`config.mk`:
```
export PLATFORM = sky130hd
export DESIGN_NAME = an_autoneg_ctrl
export DESIGN_NICKNAME = d
export VERILOG_FILES = /design/src/verilog/an_pkg.sv /design/src/verilog/an_autoneg_ctrl.sv
export SDC_FILE = /design/constraint.sdc
export NUM_CORES = 1
export LEC_CHECK = 0
export ABC_AREA = 0
export BUFFER_PORTS_ARGS = -buffer_cell sky130_fd_sc_hd__clkbuf_2
export CORE_UTILIZATION = 61
export DETAILED_ROUTE_END_ITERATION = 16
export PLACE_DENSITY = 0.85
export SYNTH_ARGS = -nofsm -noshare
export SYNTH_HDL_FRONTEND = slang
export SYNTH_SLANG_ARGS = --single-unit
```
`constraint.sdc`:
```
create_clock -name clk_sys_i -period 5.1 [get_ports clk_sys_i]
set_clock_uncertainty 0.15 [all_clocks]
set_input_delay 0.51 -clock clk_sys_i [delete_from_list [all_inputs] [get_ports clk_sys_i]]
set_output_delay 0.51 -clock clk_sys_i [all_outputs]
set_load 0.1 [all_outputs]
```
`src/verilog/an_pkg.sv`:
```
// constants, register map and state encoding of the negotiation control block
// assumes a single 25 MHz system clock
package an_pkg;

  localparam int          CLK_HZ          = 25_000_000;
  localparam int          CLK_PER_US      = CLK_HZ / 1_000_000;
  localparam int          BREAK_MS        = 1500;
  localparam int          BREAK_CYC       = BREAK_MS * (CLK_HZ / 1000);
  localparam int          ISO_CLR_US      = 100;
  localparam int          ISO_CLR_CYC     = ISO_CLR_US * CLK_PER_US;
  localparam int          ISO_RST_US      = 500;
  localparam int          ISO_RST_CYC     = ISO_RST_US * CLK_PER_US;

  localparam logic [4:0]  OFS_BASIC_CTRL  = 5'h00;
  localparam logic [4:0]  OFS_BASIC_STAT  = 5'h01;
  localparam logic [4:0]  OFS_ADVERT      = 5'h04;
  localparam logic [4:0]  OFS_PARTNER     = 5'h05;
  localparam logic [4:0]  OFS_EXPANSION   = 5'h06;
  localparam logic [4:0]  OFS_PHY_STATUS  = 5'h10;

  localparam int          CTL_SOFT_RESET  = 15;
  localparam int          CTL_SPEED_100   = 13;
  localparam int          CTL_AN_ENABLE   = 12;
  localparam int          CTL_ISOLATE     = 10;
  localparam int          CTL_RESTART     = 9;
  localparam int          CTL_FULL_DUPLEX = 8;

  localparam int          ADV_100_FD      = 8;
  localparam int          ADV_100_HD      = 7;
  localparam int          ADV_10_FD       = 6;
  localparam int          ADV_10_HD       = 5;
  localparam int          ADV_REMOTE_FLT  = 13;
  localparam int          ADV_NEXT_PAGE   = 15;

  localparam logic [15:0] ADV_RST_HALF    = 16'h00A1;
  localparam logic [15:0] ADV_RST_ALL     = 16'h01E1;
  localparam logic [15:0] PD_WORD_100     = 16'h0081;
  localparam logic [15:0] PD_WORD_10      = 16'h0021;
  localparam logic [4:0]  SELECTOR_8023   = 5'h01;
  localparam logic [15:0] STAT_FIXED      = 16'h7849;

  typedef enum logic [1:0] {
    AN_FORCED,
    AN_BREAK,
    AN_NEGOTIATE,
    AN_GOOD
  } an_state_t;

endpackage
```
`src/verilog/an_autoneg_ctrl.sv`:
```
// negotiation control, status registers and isolate exit timing
// assumes management register strobes and receiver link levels synchronous to clk_sys_i
//
// Overview of operation
// - strap level is captured during reset to set advertised bits 8:5.
// - basic control register at offset zero is writable at any time.
// - while enabled, advertisement register contents are sent in link pulse bursts.
// - resolution prefers 100 full, 100 half, 10 full, then 10 half.
// - with negotiation off, speed and duplex bits set the operating mode.
// - with negotiation on, speed and duplex bits do not affect the mode.
// - phy status register at 0x10 reports resolved speed once link is up.
// - basic status ability bits are constant ones, only the T4 bit reads zero.
// - basic status shows completion, remote fault, link and preamble suppression.
// - advertisement defaults to all abilities with strap high, half duplex only with strap low; software may clear bits to withhold.
// - partner register captures base and next page code words received.
// - parallel detect loads partner register with 0081h for 100, 0021h for 10.
// - parallel detect sets partner selector field 4:0 to 00001.
// - expansion register shows detect fault, partner/local next page, page, partner able.
// - only one receiver may report link; the valid one picks the parallel detect technology.
// - partner negotiation able reads zero when completion came from parallel detect.
// - two good links at once during parallel detect set the fault flag; no link sets nothing.
// - writing the restart bit 9 with enable bit 12 set forces a fresh negotiation at any time.
// - losing link in the negotiated mode resumes negotiation automatically.
// - renegotiation halts transmit and pulses for the 1500 ms break timer.
// - clearing isolate bit 10 leaves isolate mode within 100 us.
// - after hardware or software reset, isolate mode ends within 500 us unless address zero is strapped.
// - isolate is entered by writing bit 10 or by a strapped address of zero.
`timescale 1ns/1ps
`default_nettype none

module an_autoneg_ctrl #(
  parameter int BREAK_CYCLES   = an_pkg::BREAK_CYC,
  parameter int ISO_RST_CYCLES = an_pkg::ISO_RST_CYC
) (
  input  wire logic        clk_sys_i,
  input  wire logic        rst_i,
  input  wire logic        advertise_strap_i,
  input  wire logic        addr_zero_strap_i,
  input  wire logic [4:0]  mgmt_addr_i,
  input  wire logic        mgmt_wr_i,
  input  wire logic [15:0] mgmt_wdata_i,
  input  wire logic        mgmt_rd_i,
  output logic      [15:0] mgmt_rdata_o,
  input  wire logic        page_valid_i,
  input  wire logic [15:0] page_word_i,
  input  wire logic        link_ok_10_i,
  input  wire logic        link_ok_100_i,
  output logic             flp_send_o,
  output logic      [15:0] flp_word_o,
  output logic             tx_halt_o,
  output logic             link_up_o,
  output logic             speed_100_o,
  output logic             full_duplex_o,
  output logic             isolate_o
);
  import an_pkg::*;

  localparam logic [25:0] BREAK_LAST = 26'(BREAK_CYCLES - 1);
  localparam logic [13:0] ISO_CLR_N  = 14'(ISO_CLR_CYC - 1);
  localparam logic [13:0] ISO_RST_N  = 14'(ISO_RST_CYCLES - 1);

  typedef struct packed {
    an_state_t   st;
    logic [15:0] advert;
    logic [15:0] partner;
    logic        strap_adv;
    logic        strap_iso;
    logic        an_en;
    logic        speed_sel;
    logic        duplex_sel;
    logic        isolate_bit;
    logic        an_complete;
    logic        lp_an_able;
    logic        lp_next_page;
    logic        page_rx;
    logic        pd_fault;
    logic        res_100;
    logic        res_fd;
    logic        link_up;
    logic        isolating;
    logic        iso_after_rst;
    logic [25:0] brk_cnt;
    logic [13:0] iso_cnt;
    logic [15:0] rdata;
  } an_regs_t;

  an_regs_t r;
  an_regs_t next_r;

  logic [15:0] basic_control_rd;
  logic [15:0] basic_status_reg_rd;
  logic [15:0] negotiation_expansion_reg_rd;
  logic [15:0] phy_link_status_rd;
  logic [3:0]  common;
  logic        res_link_ok;
  logic        one_link;
  logic        ctl_wr;

  always_comb
  begin
    basic_control_rd = 16'h0000;
    basic_control_rd[CTL_SPEED_100] = r.speed_sel;
    basic_control_rd[CTL_AN_ENABLE] = r.an_en;
    basic_control_rd[CTL_ISOLATE] = r.isolate_bit;
    basic_control_rd[CTL_FULL_DUPLEX] = r.duplex_sel;
    basic_status_reg_rd = STAT_FIXED;
    basic_status_reg_rd[5] = r.an_complete;
    basic_status_reg_rd[4] = r.partner[ADV_REMOTE_FLT] & r.lp_an_able;
    basic_status_reg_rd[2] = r.link_up;
    negotiation_expansion_reg_rd = {11'h000, r.pd_fault, r.lp_next_page, 1'b1, r.page_rx, r.lp_an_able};
    phy_link_status_rd = {13'h0000, r.res_fd, ~r.res_100, r.link_up};
    common = r.advert[ADV_100_FD:ADV_10_HD] & page_word_i[ADV_100_FD:ADV_10_HD];
    res_link_ok = r.res_100 ? link_ok_100_i : link_ok_10_i;
    one_link = link_ok_10_i ^ link_ok_100_i;
    ctl_wr = mgmt_wr_i && (mgmt_addr_i == OFS_BASIC_CTRL);
  end

  always_comb
  begin
    next_r = r;
    if (rst_i || (ctl_wr && mgmt_wdata_i[CTL_SOFT_RESET]))
    begin
      next_r = '0;
      next_r.strap_adv = rst_i ? advertise_strap_i : r.strap_adv;
      next_r.strap_iso = rst_i ? addr_zero_strap_i : r.strap_iso;
      next_r.advert = next_r.strap_adv ? ADV_RST_ALL : ADV_RST_HALF;
      next_r.an_en = 1'b1;
      next_r.speed_sel = 1'b1;
      next_r.isolate_bit = next_r.strap_iso;
      next_r.st = AN_NEGOTIATE;
      next_r.isolating = 1'b1;
      next_r.iso_after_rst = 1'b1;
      next_r.iso_cnt = ISO_RST_N;
    end
    else
    begin
      // management reads, clear-on-read flags cleared before any set below
      if (mgmt_rd_i)
      begin
        unique case (mgmt_addr_i)
          OFS_BASIC_CTRL: next_r.rdata = basic_control_rd;
          OFS_BASIC_STAT: next_r.rdata = basic_status_reg_rd;
          OFS_ADVERT:     next_r.rdata = r.advert;
          OFS_PARTNER:    next_r.rdata = r.partner;
          OFS_EXPANSION:  next_r.rdata = negotiation_expansion_reg_rd;
          OFS_PHY_STATUS: next_r.rdata = phy_link_status_rd;
          default:        next_r.rdata = 16'h0000;
        endcase
        if (mgmt_addr_i == OFS_EXPANSION)
        begin
          next_r.page_rx = 1'b0;
          next_r.pd_fault = 1'b0;
        end
      end
      if (mgmt_wr_i && (mgmt_addr_i == OFS_ADVERT))
        next_r.advert = mgmt_wdata_i;

      // negotiation state machine
      unique case (r.st)
        AN_FORCED:
        begin
          next_r.res_100 = r.speed_sel;
          next_r.res_fd = r.duplex_sel;
          next_r.link_up = r.speed_sel ? link_ok_100_i : link_ok_10_i;
        end
        AN_BREAK:
        begin
          next_r.link_up = 1'b0;
          if (r.brk_cnt == 26'h0000000)
            next_r.st = AN_NEGOTIATE;
          else
            next_r.brk_cnt = r.brk_cnt - 26'h0000001;
        end
        AN_NEGOTIATE:
        begin
          if (page_valid_i)
          begin
            next_r.partner = page_word_i;
            next_r.lp_an_able = 1'b1;
            next_r.page_rx = 1'b1;
            next_r.lp_next_page = page_word_i[ADV_NEXT_PAGE];
            if (!page_word_i[ADV_NEXT_PAGE] && (common != 4'h0))
            begin
              next_r.an_complete = 1'b1;
              next_r.st = AN_GOOD;
              next_r.res_100 = common[3] | common[2];
              next_r.res_fd = common[3] | (~common[2] & common[1]);
            end
          end
          else if (!r.lp_an_able && one_link)
          begin
            next_r.partner = link_ok_100_i ? PD_WORD_100 : PD_WORD_10;
            next_r.an_complete = 1'b1;
            next_r.res_100 = link_ok_100_i;
            next_r.res_fd = 1'b0;
            next_r.st = AN_GOOD;
          end
          else if (!r.lp_an_able && link_ok_10_i && link_ok_100_i)
            next_r.pd_fault = 1'b1;
        end
        AN_GOOD:
        begin
          next_r.link_up = res_link_ok;
          if (r.link_up && !res_link_ok)
          begin
            next_r.st = AN_BREAK;
            next_r.brk_cnt = BREAK_LAST;
            next_r.an_complete = 1'b0;
          end
        end
      endcase

      // control register write
      if (ctl_wr)
      begin
        next_r.speed_sel = mgmt_wdata_i[CTL_SPEED_100];
        next_r.duplex_sel = mgmt_wdata_i[CTL_FULL_DUPLEX];
        next_r.isolate_bit = mgmt_wdata_i[CTL_ISOLATE];
        next_r.an_en = mgmt_wdata_i[CTL_AN_ENABLE];
        if (!mgmt_wdata_i[CTL_AN_ENABLE])
        begin
          next_r.st = AN_FORCED;
          next_r.an_complete = 1'b0;
        end
        else if (!r.an_en || mgmt_wdata_i[CTL_RESTART])
        begin
          next_r.st = AN_BREAK;
          next_r.brk_cnt = BREAK_LAST;
          next_r.an_complete = 1'b0;
          next_r.lp_an_able = 1'b0;
          next_r.link_up = 1'b0;
        end
      end

      // isolate exit timing
      if (r.isolate_bit)
      begin
        next_r.isolating = 1'b1;
        next_r.iso_after_rst = 1'b0;
        next_r.iso_cnt = ISO_CLR_N;
      end
      else if (r.isolating)
      begin
        if (r.iso_cnt == 14'h0000)
          next_r.isolating = 1'b0;
        else
          next_r.iso_cnt = r.iso_cnt - 14'h0001;
      end
    end
  end

  always_ff @(posedge clk_sys_i)
  begin
    r <= next_r;
  end

  assign mgmt_rdata_o  = r.rdata;
  assign flp_send_o    = (r.st == AN_NEGOTIATE);
  assign flp_word_o    = r.advert;
  assign tx_halt_o     = (r.st == AN_BREAK);
  assign link_up_o     = r.link_up;
  assign speed_100_o   = r.res_100;
  assign full_duplex_o = r.res_fd;
  assign isolate_o     = r.isolating;
endmodule // an_autoneg_ctrl

`default_nettype wire

```
Word level (Yosys, flattened, before mapping):

Index checks and enable logic that the tools add are counted.

* register bits: 106
* input bits: 46
* output and inout bits: 38

* add/sub/neg operators: 2
* eq/ne operators: 11
* multiplexer cells: 60
* bitwise operators: 9
* reduce and logical (&&, ||, !) cells: 30

Operator list (number)
* 26-bit 2-to-1 mux: 5
* 16-bit one-hot mux with 6 select lines: 1
* 16-bit 2-to-1 mux: 5
* 67-bit 2-to-1 mux: 1
* 26-bit one-hot mux with 2 select lines: 1
* 14-bit 2-to-1 mux: 3
* 32-bit 2-to-1 mux: 1
* 2-bit 2-to-1 mux: 14
* 26-bit logical NOT: 1
* 26-bit by 1-bit subtractor with 26-bit output, second input constant: 1
* 1-bit 2-to-1 mux: 20
* 5-bit by 3-bit == test with 1-bit output, second input constant: 3
* 14-bit logical NOT: 1
* 14-bit by 1-bit subtractor with 14-bit output, second input constant: 1
* 2-bit nonzero test: 5
* 9-bit 2-to-1 mux: 1
* 1-bit logical AND: 8
* 8-bit 2-to-1 mux: 1
* 2-bit AND reduction: 4
* 3-bit 2-to-1 mux: 2
* 3-bit by 2-bit inequality test with 1-bit output, second input constant: 2
* 2-bit one-hot mux with 3 select lines: 1
* 5-bit by 1-bit == test with 1-bit output, second input constant: 1
* 5-bit == test, second input constant: 1
* 19 further kinds: 28

Logic depth before layout (Yosys ltp):

Gate-level depths: netlist of run 1.

* depth in word-level cells: 11
* depth in mapped cells: 9

Least setup slack after synthesis of run 1:

No wires, ideal clock.

* kind: input to register
* start: input port mgmt_addr_i[1]
* end: register r, in the netlist flp_word_o[0] (enable)
* library setup time: 0.372 ns
* arrival: 2.145 ns
* required time: 4.578 ns
* slack: 2.434 ns
* stages: 6
* path buffers: 3
* cells stage by stage: clkbuf_1 > nor3b_1 > a31oi_1 > clkbuf_1 > clkbuf_1 > nand2_1

* longest elaborated chain between the ends: 5
* elaborated cells on any way between the ends: 7

RTL lines
* start, declared: line an_autoneg_ctrl.sv:39 `input wire logic [4:0] mgmt_addr_i,`
* 5-bit logical NOT: line an_autoneg_ctrl.sv:115 `ctl_wr = mgmt_wr_i && (mgmt_addr_i == OFS_BASIC_CTRL);`
* 1-bit logical AND: line an_autoneg_ctrl.sv:115
* 1-bit logical AND: line an_autoneg_ctrl.sv:121 `if (rst_i || (ctl_wr && mgmt_wdata_i[CTL_SOFT_RESET]))`
* 1-bit logical OR: line an_autoneg_ctrl.sv:121
* 2-bit nonzero test (no source line) *
* end signal, assigned: line an_autoneg_ctrl.sv:254 `r <= next_r;`
* end, declared: line an_autoneg_ctrl.sv:87 `an_regs_t r;`

Mark *: on every way between the ends. The rest lies on a longest branch, timed or not.
A chain may end at the register's enable or synchronous reset.

Final worst setup path of run 1:

* start: register r[16] (netlist bit)
* end: register r[27] (netlist bit)

* longest elaborated chain between the ends: 4
* elaborated cells on any way between the ends: 7

RTL lines
* 14-bit by 1-bit subtractor with 14-bit output: line an_autoneg_ctrl.sv:247 `next_r.iso_cnt = r.iso_cnt - 14'h0001;`
* 14-bit 2-to-1 mux: line an_autoneg_ctrl.sv:244 `if (r.iso_cnt == 14'h0000)`
* 14-bit 2-to-1 mux: line an_autoneg_ctrl.sv:242 `else if (r.isolating)`
* 14-bit 2-to-1 mux: line an_autoneg_ctrl.sv:236 `if (r.isolate_bit)`

Several ways; a longest one is shown, not always the timed one. The select of a mux whose other input is x is not followed.

==> results of run 1 <==
[registers in the layout, indices dropped and copies added, names as in the netlist]
name / flops
isolate_o: 1
flp_word_o: 16
speed_100_o: 1
negotiation_expansion_reg_rd: 4
basic_status_reg_rd: 1
link_up_o: 1
r: 60
basic_control_rd: 4
mgmt_rdata_o: 16
full_duplex_o: 1
[logic make-up (layout without fill, tap and decap cells)]
family | after synthesis | in the layout | share of synthesized area
mux | 10 | 10 | 0.0208
buf+inv | 78 | 121 | 0.0830
fa+ha+maj | 2 | 2 | 0.00484
simple gates | 201 | 201 | 0.208
xor+xnor | 17 | 17 | 0.0288
compound gates | 153 | 153 | 0.212
flops | 105 | 105 | 0.443
[per-stage QoR]
| step | hold WS (ns) | utilization | instance area [um^2] | std cells | setup slack [ns] |
|---|---|---|---|---|---|
| 2_1_floorplan | 0.278 | - | 5170 | 566 | 2.43 |
| 3_3_place_gp | 0.291 | 0.657 | 5400 | 698 | 1.92 |
| 3_5_place_dp | 0.293 | 0.657 | 5400 | 698 | 1.81 |
| 4_1_cts | 0.224 | 0.679 | 5580 | 714 | 2.00 |
| 5_1_grt | 0.235 | 0.679 | 5580 | 714 | 1.78 |
| 6_report | 0.228 | 0.679 | 5580 | 714 | 2.01 |
[layout make-up]
class	instances	area (um^2)
clock buffers	9	124
clock inverters	7	53.8
fillers	663	2640
inverters	16	60.1
multi-input cells	383	2460
flip-flops and latches	105	2290
well taps	105	131
repair buffers	89	460
[worst min-delay path, stage by stage]
cell and delay, ns:
clkbuf_2 0.07, a22oi_1 0.06, nor2_1 0.07
[synth_stat cells (all sizes together), types with 2 or more instances]
cell type and n:
inv 16, o211ai 11, nand3 7, nand2 40
nand4 3, or3b 2, a211oi 3, o31a 5
nor2b 3, a22oi 24, buf 43, o21ba 3
ha 2, and2 17, mux2 6, nor3 11
or4 11, o2bb2ai 4, nand2b 14, a22o 2
nor3b 3, o311a 3, mux2i 4, a31oi 8
edfxtp 19, or3 12, o21ai 29, o21a 4
clkbuf 19, or2 4, a21o 6, nor4b 4
xor2 8, dfxtp 86, nor4 13, a221oi 2
nor2 50, a2bb2oi 7, xnor2 9, a21oi 27
o41ai 3, nand3b 2, a21boi 4
[layer usage]
metal,vias to the layer above,global-route usage
li1,2104,-
met1,2074,0.341
met2,170,0.502
met3,25,0.0550
met4,0,0.113
met5,-,0
[power groups by stage]
stage | Clock, mW | Combinational, mW | Sequential, mW
after floorplan | 0 | 0.342 | 0.976
after global placement | 0 | 0.420 | 0.960
after detailed placement | 0 | 0.431 | 0.962
after CTS | 0.486 | 0.432 | 0.943
after global routing | 0.521 | 0.467 | 0.950
final | 0.479 | 0.436 | 0.945
[worst paths after layout]
| kind | startpoint | end | depth (start not counted) |
|---|---|---|---|
| setup reg to reg | r[16] | r[27] | 7 |
| hold reg to reg | r[77] | r[77] | 2 |
| setup / recovery | r[16] | r[27] | 7 |
| hold / removal | page_word_i[3] | r[75] | 3 |
==> metrics.md, run 1 <==
| Metric | Value |
|---|---|
| Status | finished, final reports clean |
| Crit path arrival time | 3.22 ns |
| Vias in the first global route | 4,133 |
| Core Box Area | 8220 um^2 |
| Die H | 94.1 um |
| Tcrit/Tclk final | 0.606 |
| First-pass GRT wire length | 19.4 mm |
| CP endpoint kind | flop |
| Syn nets | 614 |
| IO Pins | 84 |
| Highest Signal Layer | met4 |
| Drt wl/cell | 17.1 um |
| RSZ-0062 raised after global routing | false |
| Vias per cell | 6.12 |
| Post-Route WL | 12.2 mm |
| H-tree levels | 3 |
| Share of cells above drive strength 1 | 0.215 |
| Worst-path fanout max | 14 |
| First-pass iteration count of the detailed router | 5 |
| Initial Utilization | 0.629 |
| DR WL met2 | 6.08 mm |
| Vias | 4,373 |
| Clock latency on the worst-skew pair | 0.37 ns |
| MaxCap Viol Count | 0 |
| Clock share of power | 0.258 |
| Routed met1 length | 4.95 mm |
| Average size of a mapped cell | 9.14 um^2 |
| P per Cell Area | 333 nW/um^2 |
| #FFs+latches synth | 105 |
| Synth area leaders | dfxtp_1, edfxtp_1, buf_4, nor2_1, a22oi_1 |
| Resize count post-CTS | 0 |
| CP max-delay cell | o41ai_2 |
| Routed wl met3 | 857 um |
| CTS tree | built |
| Clk root buf | clkbuf_8 |
| Achievable Freq | 323 MHz |
| Final setup violation count | 0 |
| GRT Overall Usage | 0.286 |
| Layout area overhead | 7.86% |
| Number of synthesized flops with an enable pin | 19 |
| Top-area cell type share of the netlist area | 0.333 |
| CTS max path bufs | 2 |
| Worst VDD drop | 274 uV |
| GRT Residual Overflow | 0 |
| Sequential share of the synthesized area | 0.443 |
| Final hold vios | 0 |
| Combinational Power Share | 0.234 |
| Delay of the slowest critical-path stage | 1.00 ns |
| Flop-to-flop setup slack | 2.01 ns |
| Final net count | 652 |
| Commonest non-fill, non-tap cell in the layout | dfxtp_1 |
| Most frequent cells in the layout | dfxtp_1, clkbuf_2, nor2_1 |
| Drt drc | 0 |
| Max Slew Vio Count | 0 |
| Tmin final | 3.09 ns |
| Largest net degree at the start of global routing | 38 |
| Main flop type after synthesis | dfxtp_1 |
| Setup crit start kind | flop |
| CP delay by family, top | compound AO/OA/AOI/OAI gates |
| # diodes | 0 |
| Async SR Flop Fraction | 0 |
| Synth Instances | 566 |
| Synth area leader | dfxtp_1 |
| Num Clock Sinks | 105 |
| Num CTS Buffers | 9 |
| DR iter-0 viols | 294 |
| Clock slew at reported path FFs | 0.11 ns |
| Initial antenna violation count | 0 |
| Hold WC Path Type | primary input to flop |
| Port bufs | 83 |
| Worst path buffer plus inverter count | 1 |
| Crit path kind | flop to flop |
| Routability-driven placement congestion ratio | 0.885 |
| CTS hold repair buffers | 0 |
| Total Power | 1.86 mW |
| Relative slew slack | 0.194 |
| Sw Share | 0.356 |
| Rows | 33 |
| Sequential Power Share | 0.508 |
| Crit-path cells | inv_1, ha_1, or4b_2, o41ai_2, and3b_1, xor2_1, o21a_1 |
| Die area | 8850 um^2 |
| Synth unique cells | 69 |
| Post-CTS Repair Setup Buffers | 0 |
| P_leak | 2.20 nW |
| Mapped Area | 5170 um^2 |
| Worst-margin pin slew | 1.20 ns |
| Yosys warning count | 0 |
| Int Power | 1.20 mW |
| Worst path required time | 5.22 ns |
| NetSw | 663 uW |
| Chip width | 94.1 um |
| Setup total negative slack | 0 ns |
| Detail Route Antenna Nets | 0 |
| Hpwl dp | 8.92 mm |
Power figures use the tool's default switching activity.
==> inputs of run 2 (changes only) <==
--- a/config.mk
+++ b/config.mk
@@ -5,11 +5,11 @@
 export SDC_FILE = /design/constraint.sdc
 export NUM_CORES = 1
 export LEC_CHECK = 0
-export ABC_AREA = 0
+export ABC_AREA = 1
 export BUFFER_PORTS_ARGS = -buffer_cell sky130_fd_sc_hd__clkbuf_2
-export CORE_UTILIZATION = 61
+export CORE_UTILIZATION = 52
 export DETAILED_ROUTE_END_ITERATION = 16
-export PLACE_DENSITY = 0.85
+export PLACE_DENSITY = 0.77
 export SYNTH_ARGS = -nofsm -noshare
 export SYNTH_HDL_FRONTEND = slang
 export SYNTH_SLANG_ARGS = --single-unit
==> constraint.sdc (replaced) <==
create_clock -name clk_sys_i -period 2.6 [get_ports clk_sys_i]
set_clock_uncertainty 0.15 [all_clocks]
set_input_delay 0.26 -clock clk_sys_i [delete_from_list [all_inputs] [get_ports clk_sys_i]]
set_output_delay 0.26 -clock clk_sys_i [all_outputs]
set_load 0.1 [all_outputs]
==> run 2 against run 1 <==
  * Power up 110%
  * First-iteration DRC count rose by 50%
  * Sequential power is 95% higher
  * Critical path depth increased by 7
  * Non-clock buffer count grew 16
  * Synthesized area increased by 9.3%
  * Hold slack worse by 0.22 ns
  * Synthesized cell count rose by 38%
  * Critical path type unchanged
  * Largest cell class unchanged
==> metrics.md, run 2 <==
| Metric | Value |
|---|---|
| Drt drc | 0 (unchanged) |
| Post-CTS Repair Setup Buffers | 0 (unchanged) |
| Core Box Area | 10,400 um^2 (+27%) |
| Setup ws final | 0.414 ns (-1.60 ns) |
| MaxCap Viol Count | 0 (unchanged) |
| Sequential Power Share | 0.472 (-0.036) |
| Mux share of post-synthesis cell area | 0 (-0.0208) |
| Chip width | 106 um (+13%) |
| Vias per cell | 5.52 (-9.9%) |
| Worst-path fanout max | 15 (+1) |
| #FFs+latches synth | 105 (unchanged) |
| Num CTS Buffers | 9 (unchanged) |
| Setup WS pre-CTS | 0.419 ns (-1.39 ns) |
| Setup crit start kind | flop |
| Tcrit/Tclk final | 0.841 (+0.235) |
| Max Slew Vio Count | 0 (unchanged) |
| Number of synthesized flops with an enable pin | 19 (unchanged) |
| Port bufs | 83 (unchanged) |
| IO Pins | 84 (unchanged) |
| Clk root buf | clkbuf_8 |
| CP endpoint kind | flop |
| Clock slew at reported path FFs | 0.11 ns (about the same) |
| Synth cell count leaders | nand2_1, inv_1, dfxtp_1 |
| Share of cells above drive strength 1 | 0.177 (-0.0385) |
| Final hold vios | 0 (unchanged) |
| RSZ-0062 raised after global routing | false |
| P per Cell Area | 618 nW/um^2 (+85%) |
| XOR/XNOR Fraction of Synth Area | 0.00775 (-0.0210) |
| Largest net degree at the start of global routing | 29 (-24%) |
| Main flop type after synthesis | dfxtp_1 |
| Yosys warning count | 0 (unchanged) |
| Hpwl dp | 11.2 mm (+25%) |
| Most flops, register | r |
| Clock latency on the worst-skew pair | 0.38 ns (about the same) |
| First-pass GRT wire length | 24.4 mm (+26%) |
| Crit path kind | flop to flop |
| Synth unique cells | 53 (-23%) |
| Detail Route Antenna Nets | 0 (unchanged) |
| Crit path arrival time | 2.31 ns (-0.91 ns) |
| Initial Utilization | 0.543 (-0.0865) |
| Commonest non-fill, non-tap cell in the layout | nand2_1 |
| Mapped Area | 5650 um^2 (+9.3%) |
| Worst-margin pin slew | 0.561 ns (-0.640 ns) |
| GRT Residual Overflow | 0 (unchanged) |
| Rows | 37 (+12%) |
| Syn nets | 831 (+35%) |
| Die area | 11,300 um^2 (+28%) |
| Top-area cell type share of the netlist area | 0.304 (-0.0284) |
| Clock share of power | 0.257 (about the same) |
| Drt wl/cell | 14.8 um (-13%) |
| Async SR Flop Fraction | 0 (unchanged) |
| First-pass iteration count of the detailed router | 6 (+1) |
| Most frequent cells in the layout | nand2_1, inv_1, dfxtp_1 |
| Final std cells w/o fill | 991 (+39%) |
| Largest family of logic cells by synthesized area | simple AND/OR/NAND/NOR gates |
| Fill cell count | 968 (+46%) |
| NetSw | 1.44 mW (+120%) |
| Die H | 106 um (+13%) |
| Status | finished, final reports clean |
| Post-Route WL | 14.7 mm (+21%) |
| Final net count | 898 (+38%) |
| GRT Overall Usage | 0.274 (-0.0121) |
| FF+latch area | 2290 um^2 (unchanged) |
| Synth Instances | 783 (+38%) |
| Most common cell in the netlist | nand2_1 |
| CTS tree | built |
| DR iter-0 viols | 441 (+50%) |
| Sw Share | 0.369 (+0.0128) |
| Synth Area in Simple Gates | 0.321 (+0.113) |
| Initial antenna violation count | 0 (unchanged) |
| CTS max path bufs | 2 (unchanged) |
| Total Power | 3.89 mW (+110%) |
| Vias | 5,470 (+25%) |
| Worst path required time | 2.72 ns (-2.50 ns) |
| Num Clock Sinks | 105 (unchanged) |
| Setup total negative slack | 0 ns (unchanged) |
| Largest register FFs | 60 (unchanged) |
| P_leak | 2.95 nW (+34%) |
| Relative slew slack | 0.624 (+0.430) |
| Hold WC Path Type | primary input to flop |
| Vias in the first global route | 5,147 (+25%) |
| Layout area overhead | 11.4% |
| Post-synthesis adder-cell area fraction | 0.00443 (-0.000413) |
| Routability-driven placement congestion ratio | 1.00 (+13%) |
| Inst Count DP | 961 (+38%) |
| Combinational Power Share | 0.271 (+0.037) |
| Core Util, Final | 0.605 (-0.0742) |
| Synth Area in Compound Gates | 0.136 (-0.0754) |
| # diodes | 0 (unchanged) |
| Final setup violation count | 0 (unchanged) |
| Sequential share of the synthesized area | 0.405 (-0.0379) |
| Synth area leaders | dfxtp_1, nand2_1, edfxtp_1, inv_1, a21oi_1 |
| Tmin final | 2.19 ns (-0.905 ns) |
| Multi-input gate area | 2660 um^2 (+8.1%) |
| Achievable Freq | 457 MHz (+41%) |
| Int Power | 2.45 mW (+110%) |
| Average size of a mapped cell | 7.22 um^2 (-21%) |
| Synth area leader | dfxtp_1 |
| Worst VDD drop | 433 uV (+58%) |
| H-tree levels | 3 (unchanged) |
==> run 2: changes by cell type in the layout (fill, tap and decap cells not counted), moves of 10 or more <==
cell           previous run  this run
a22oi_1                  24         0
nand3_1                   7        44
nand2_1                  40       201
a21oi_1                  27        63
inv_1                    16        90
or3_1                    12         0
dlygate4sd3_1             0        14
nand2b_1                 14         0
and2_1                   15         0
nand4_1                   3        20
o21ai_0                  23        38
nor4_1                   12         2
nor2_1                   50        77
or4_1                    10         0
==> run 2: power groups by stage <==
stage                     logic [mW]  clock network [mW]  registers, mW
after floorplan                0.795                   0           1.90
after detailed placement        1.02                   0           1.87
after global routing            1.14                1.08           1.85
final                           1.05               0.999           1.84
after CTS                       1.04                1.00           1.83
after global placement          1.01                   0           1.87
==> run 2: critical path, cell delays in order, from the launching register on <==
cell	delay, ns
dfxtp_1	0.41
inv_1	0.10
ha_1	0.25
nand2_1	0.11
nor2_1	0.06
inv_1	0.06
nor2_1	0.05
nand2_1	0.13
nand2_2	0.19
nor2_1	0.25
nand2_1	0.09
nand2_1	0.07
nand3_1	0.06
nand2_1	0.06
inv_1	0.04
==> run 2: cell type report <==
| type | count | area share |
|---|---|---|
| timing repair buffer | 105 | 0.0997 |
| clock inverter | 4 | 0.00556 |
| clock buffer | 12 | 0.0246 |
| multi-input combinational | 533 | 0.422 |
| sequential | 105 | 0.364 |
| inverter | 96 | 0.0576 |
| tap | 136 | 0.0270 |
==> run 2: final timing paths <==
check	end	slack, ns	cells past startpoint	startpoint
max reg2reg	r[27]	0.41	14	r[16]
min	basic_control_rd[8]	0.003	3	mgmt_wdata_i[8]
min reg2reg	r[80]	0.32	2	r[80]
max	r[27]	0.41	14	r[16]
==> run 2: cells by family after synthesis <==
kind of cell	after synthesis
compound gates	134
buf+inv	145
fa+ha+maj	2
xor+xnor	5
simple gates	392
flops	105
==> run 2: repair_timing <==
| item | 4_1_cts | 5_1_grt |
|---|---|---|
| hold endpoints to repair | 14 | 0 |
| resized for setup | 0 | 0 |
| hold buffers | 14 | 0 |
==> run 2: through the flow <==
| step | hold WS (ns) | cell area [um^2] |
|---|---|---|
| 6_report | 0.00287 | 6300 |
| 5_1_grt | 0.000133 | 6300 |
| 4_1_cts | 0.00332 | 6300 |
| 3_5_place_dp | 0.305 | 5970 |
| 3_3_place_gp | 0.300 | 5970 |
| 2_1_floorplan | 0.257 | 5650 |
==> run 2: routing by layer <==
metal  vias up  routed length [um]  part of all wire  track usage
met3        58                1090             0.074       0.0435
met1      2505                6140              0.42        0.344
li1       2654                   -                 -            -
met2       253                6830              0.46        0.454
met4         0                 650             0.044        0.138
met5         -                   0                 0            0
==> inputs of run 3 (changes only) <==
--- a/config.mk
+++ b/config.mk
@@ -5,11 +5,11 @@
 export SDC_FILE = /design/constraint.sdc
 export NUM_CORES = 1
 export LEC_CHECK = 0
-export ABC_AREA = 1
+export ABC_AREA = 0
 export BUFFER_PORTS_ARGS = -buffer_cell sky130_fd_sc_hd__clkbuf_2
-export CORE_UTILIZATION = 52
+export CORE_UTILIZATION = 57
 export DETAILED_ROUTE_END_ITERATION = 16
-export PLACE_DENSITY = 0.77
+export PLACE_DENSITY = 0.8
 export SYNTH_ARGS = -nofsm -noshare
 export SYNTH_HDL_FRONTEND = slang
 export SYNTH_SLANG_ARGS = --single-unit
==> constraint.sdc (replaced) <==
create_clock -name clk_sys_i -period 2.2 [get_ports clk_sys_i]
set_clock_uncertainty 0.15 [all_clocks]
set_input_delay 0.22 -clock clk_sys_i [delete_from_list [all_inputs] [get_ports clk_sys_i]]
set_output_delay 0.22 -clock clk_sys_i [all_outputs]
set_load 0.1 [all_outputs]
==> run 3 against run 2 <==
  * The run now ends with setup timing left
  * Critical path depth shrank 8
  * Global-route usage is 3.6 points higher
  * Core utilization up 16 points
  * Sequential share of layout area decreased by 1.7 points
  * Non-clock buffer count is 80 higher
  * Count of clock-buffer cells in the layout decreased by 3
  * Combinational power up 40%
==> metrics.md, run 3 (synthesized netlist as in run 1, its figures left out) <==
| Metric | Value |
|---|---|
| Final setup violation count | 26 (+26) |
| Port bufs | 83 (unchanged) |
| Highest Signal Layer | met4 |
| Num CTS Buffers | 9 (unchanged) |
| Clock latency on the worst-skew pair | 0.37 ns (about the same) |
| MaxCap Viol Count | 0 (unchanged) |
| CP endpoint kind | flop |
| Layout area overhead | 28.8% |
| Commonest non-fill, non-tap cell in the layout | clkbuf_2 |
| Routability-driven placement congestion ratio | 0.889 (-11%) |
| P per Cell Area | 716 nW/um^2 (+16%) |
| Vias per cell | 6.10 (+10%) |
| Rows | 34 (-8.1%) |
| Worst path required time | 2.37 ns (-0.35 ns) |
| Die area | 9460 um^2 (-16%) |
| Most frequent cells in the layout | clkbuf_2, dfxtp_1, buf_4 |
| Core Box Area | 8760 um^2 (-16%) |
| Clk root buf | clkbuf_8 |
| GRT Overall Usage | 0.310 (+0.0361) |
| Setup crit start kind | flop |
| # diodes | 0 (unchanged) |
| Share of cells above drive strength 1 | 0.351 (+0.174) |
| Hpwl dp | 9.88 mm (-12%) |
| Achievable Freq | 400 MHz (-13%) |
| Vias | 4,969 (-9.2%) |
| Vias in the first global route | 4,903 (-4.7%) |
| Worst-path fanout max | 5 (-10) |
| Most flops, register | r |
| Die H | 97.3 um (-8.5%) |
| Chip width | 97.3 um (-8.5%) |
| Failing checks | setup timing |
| GRT Residual Overflow | 0 (unchanged) |
| Final hold vios | 0 (unchanged) |
| P_leak | 2.69 nW (-8.8%) |
| Setup WS pre-CTS | -0.335 ns (-0.754 ns) |
| CTS tree | built |
| Flop-to-flop setup slack | -0.30 ns (-0.71 ns) |
| Final net count | 750 (-16%) |
| RSZ-0062 raised after global routing | true |
| Worst-margin pin slew | 0.548 ns (-0.0122 ns) |
| First-pass iteration count of the detailed router | 5 (-1) |
| Routed met1 length | 5.79 mm (-5.6%) |
| Initial antenna violation count | 0 (unchanged) |
| Relative slew slack | 0.636 (+0.0120) |
| First-pass GRT wire length | 23.5 mm (-3.6%) |
| IO Pins | 84 (unchanged) |
| Worst VDD drop | 370 uV (-14%) |
| Num Clock Sinks | 105 (unchanged) |
| Core Util, Final | 0.760 (+0.155) |
| Detail Route Antenna Nets | 0 (unchanged) |
| Post-Route WL | 15.0 mm (+1.8%) |
| Initial Utilization | 0.590 (+0.0473) |
| Status | complete, but fails checks |
| Setup ws final | -0.300 ns (-0.713 ns) |
| Hold WC Path Type | primary input to flop |
| Largest net degree at the start of global routing | 50 (+72%) |
| Tcrit/Tclk final | 1.14 (+0.295) |
| CTS max path bufs | 2 (unchanged) |
| H-tree levels | 3 (unchanged) |
| Routed wl met3 | 1.07 mm (-2.1%) |
| Tmin final | 2.50 ns (+0.313 ns) |
| Max Slew Vio Count | 0 (unchanged) |
| Drt wl/cell | 18.4 um (+24%) |
| DR WL met2 | 7.41 mm (+8.5%) |
| Crit path kind | flop to flop |
| Drt drc | 0 (unchanged) |
| DR iter-0 viols | 288 (-35%) |
| Largest register FFs | 60 (unchanged) |
| Crit path arrival time | 2.67 ns (+0.36 ns) |
| Clock slew at reported path FFs | 0.11 ns (about the same) |
==> run 3: changes by cell type in the layout (fill, tap and decap cells not counted), sizes merged, moves of 37 or more <==
cell   previous run  this run
a21oi            65        27
buf               8        78
inv              97        18
nand2           211        40
nand3            44         7
nor2             93        50
==> run 3: layer usage <==
metal | up-vias | track usage
met4 | 0 | 0.184
li1 | 2304 | -
met1 | 2350 | 0.365
met3 | 61 | 0.0568
met5 | - | 0
met2 | 254 | 0.525
==> run 3: final timing paths <==
check | start | to | cells past startpoint
setup / recovery | r[41] | r[52] | 6
hold reg to reg | negotiation_expansion_reg_rd[4] | negotiation_expansion_reg_rd[4] | 2
hold / removal | mgmt_wdata_i[13] | basic_control_rd[13] | 3
setup reg to reg | r[41] | r[52] | 6
==> run 3: per-stage QoR <==
step | hold WS (ns) | total power, mW | std cells | instance area [um^2] | setup TNS (ns)
after floorplan | 0.217 | 3.09 | 566 | 5240 | -2.63
after global placement | 0.285 | 3.37 | 760 | 5910 | -4.11
after detailed placement | 0.300 | 3.41 | 760 | 5910 | -6.00
final | 0.00982 | 4.77 | 815 | 6660 | -4.81
after global routing | 0.0187 | 4.93 | 815 | 6660 | -6.14
after CTS | 0.000555 | 4.75 | 810 | 6550 | -4.42
==> run 3: critical path: stages (launching register included) <==
cell and delay (ns):
dfxtp_2 0.36, or4_4 0.56, or4_4 0.54, buf_8 0.17
o211ai_1 0.26, mux2_4 0.33, nor2_2 0.08
==> run 3: power breakdown <==
group	switching [mW]	internal [mW]	total, mW	leakage [nW]
Combinational	0.926	0.540	1.47	1.72
Sequential	0.0989	2.08	2.18	0.888
Clock	0.698	0.422	1.12	0.0843
Total	1.72	3.04	4.77	2.69
==> run 3: layout make-up <==
cell class	count	area [um^2]
Fill cell	593	2100
Inverter	16	63.8
Timing Repair Buffer	185	1280
Clock inverter	7	53.8
Clock buffer	9	124
Tap cell	108	135
Sequential cell	105	2310
Multi-Input combinational cell	385	2690
==> run 3: what timing repair did <==
action,4_1_cts,5_1_grt
setup endpoints to repair,30,37
resized for setup,37,26
setup buffers,7,6
hold buffers,24,0
pin swaps,21,16
gates cloned,3,1
hold endpoints to repair,24,0
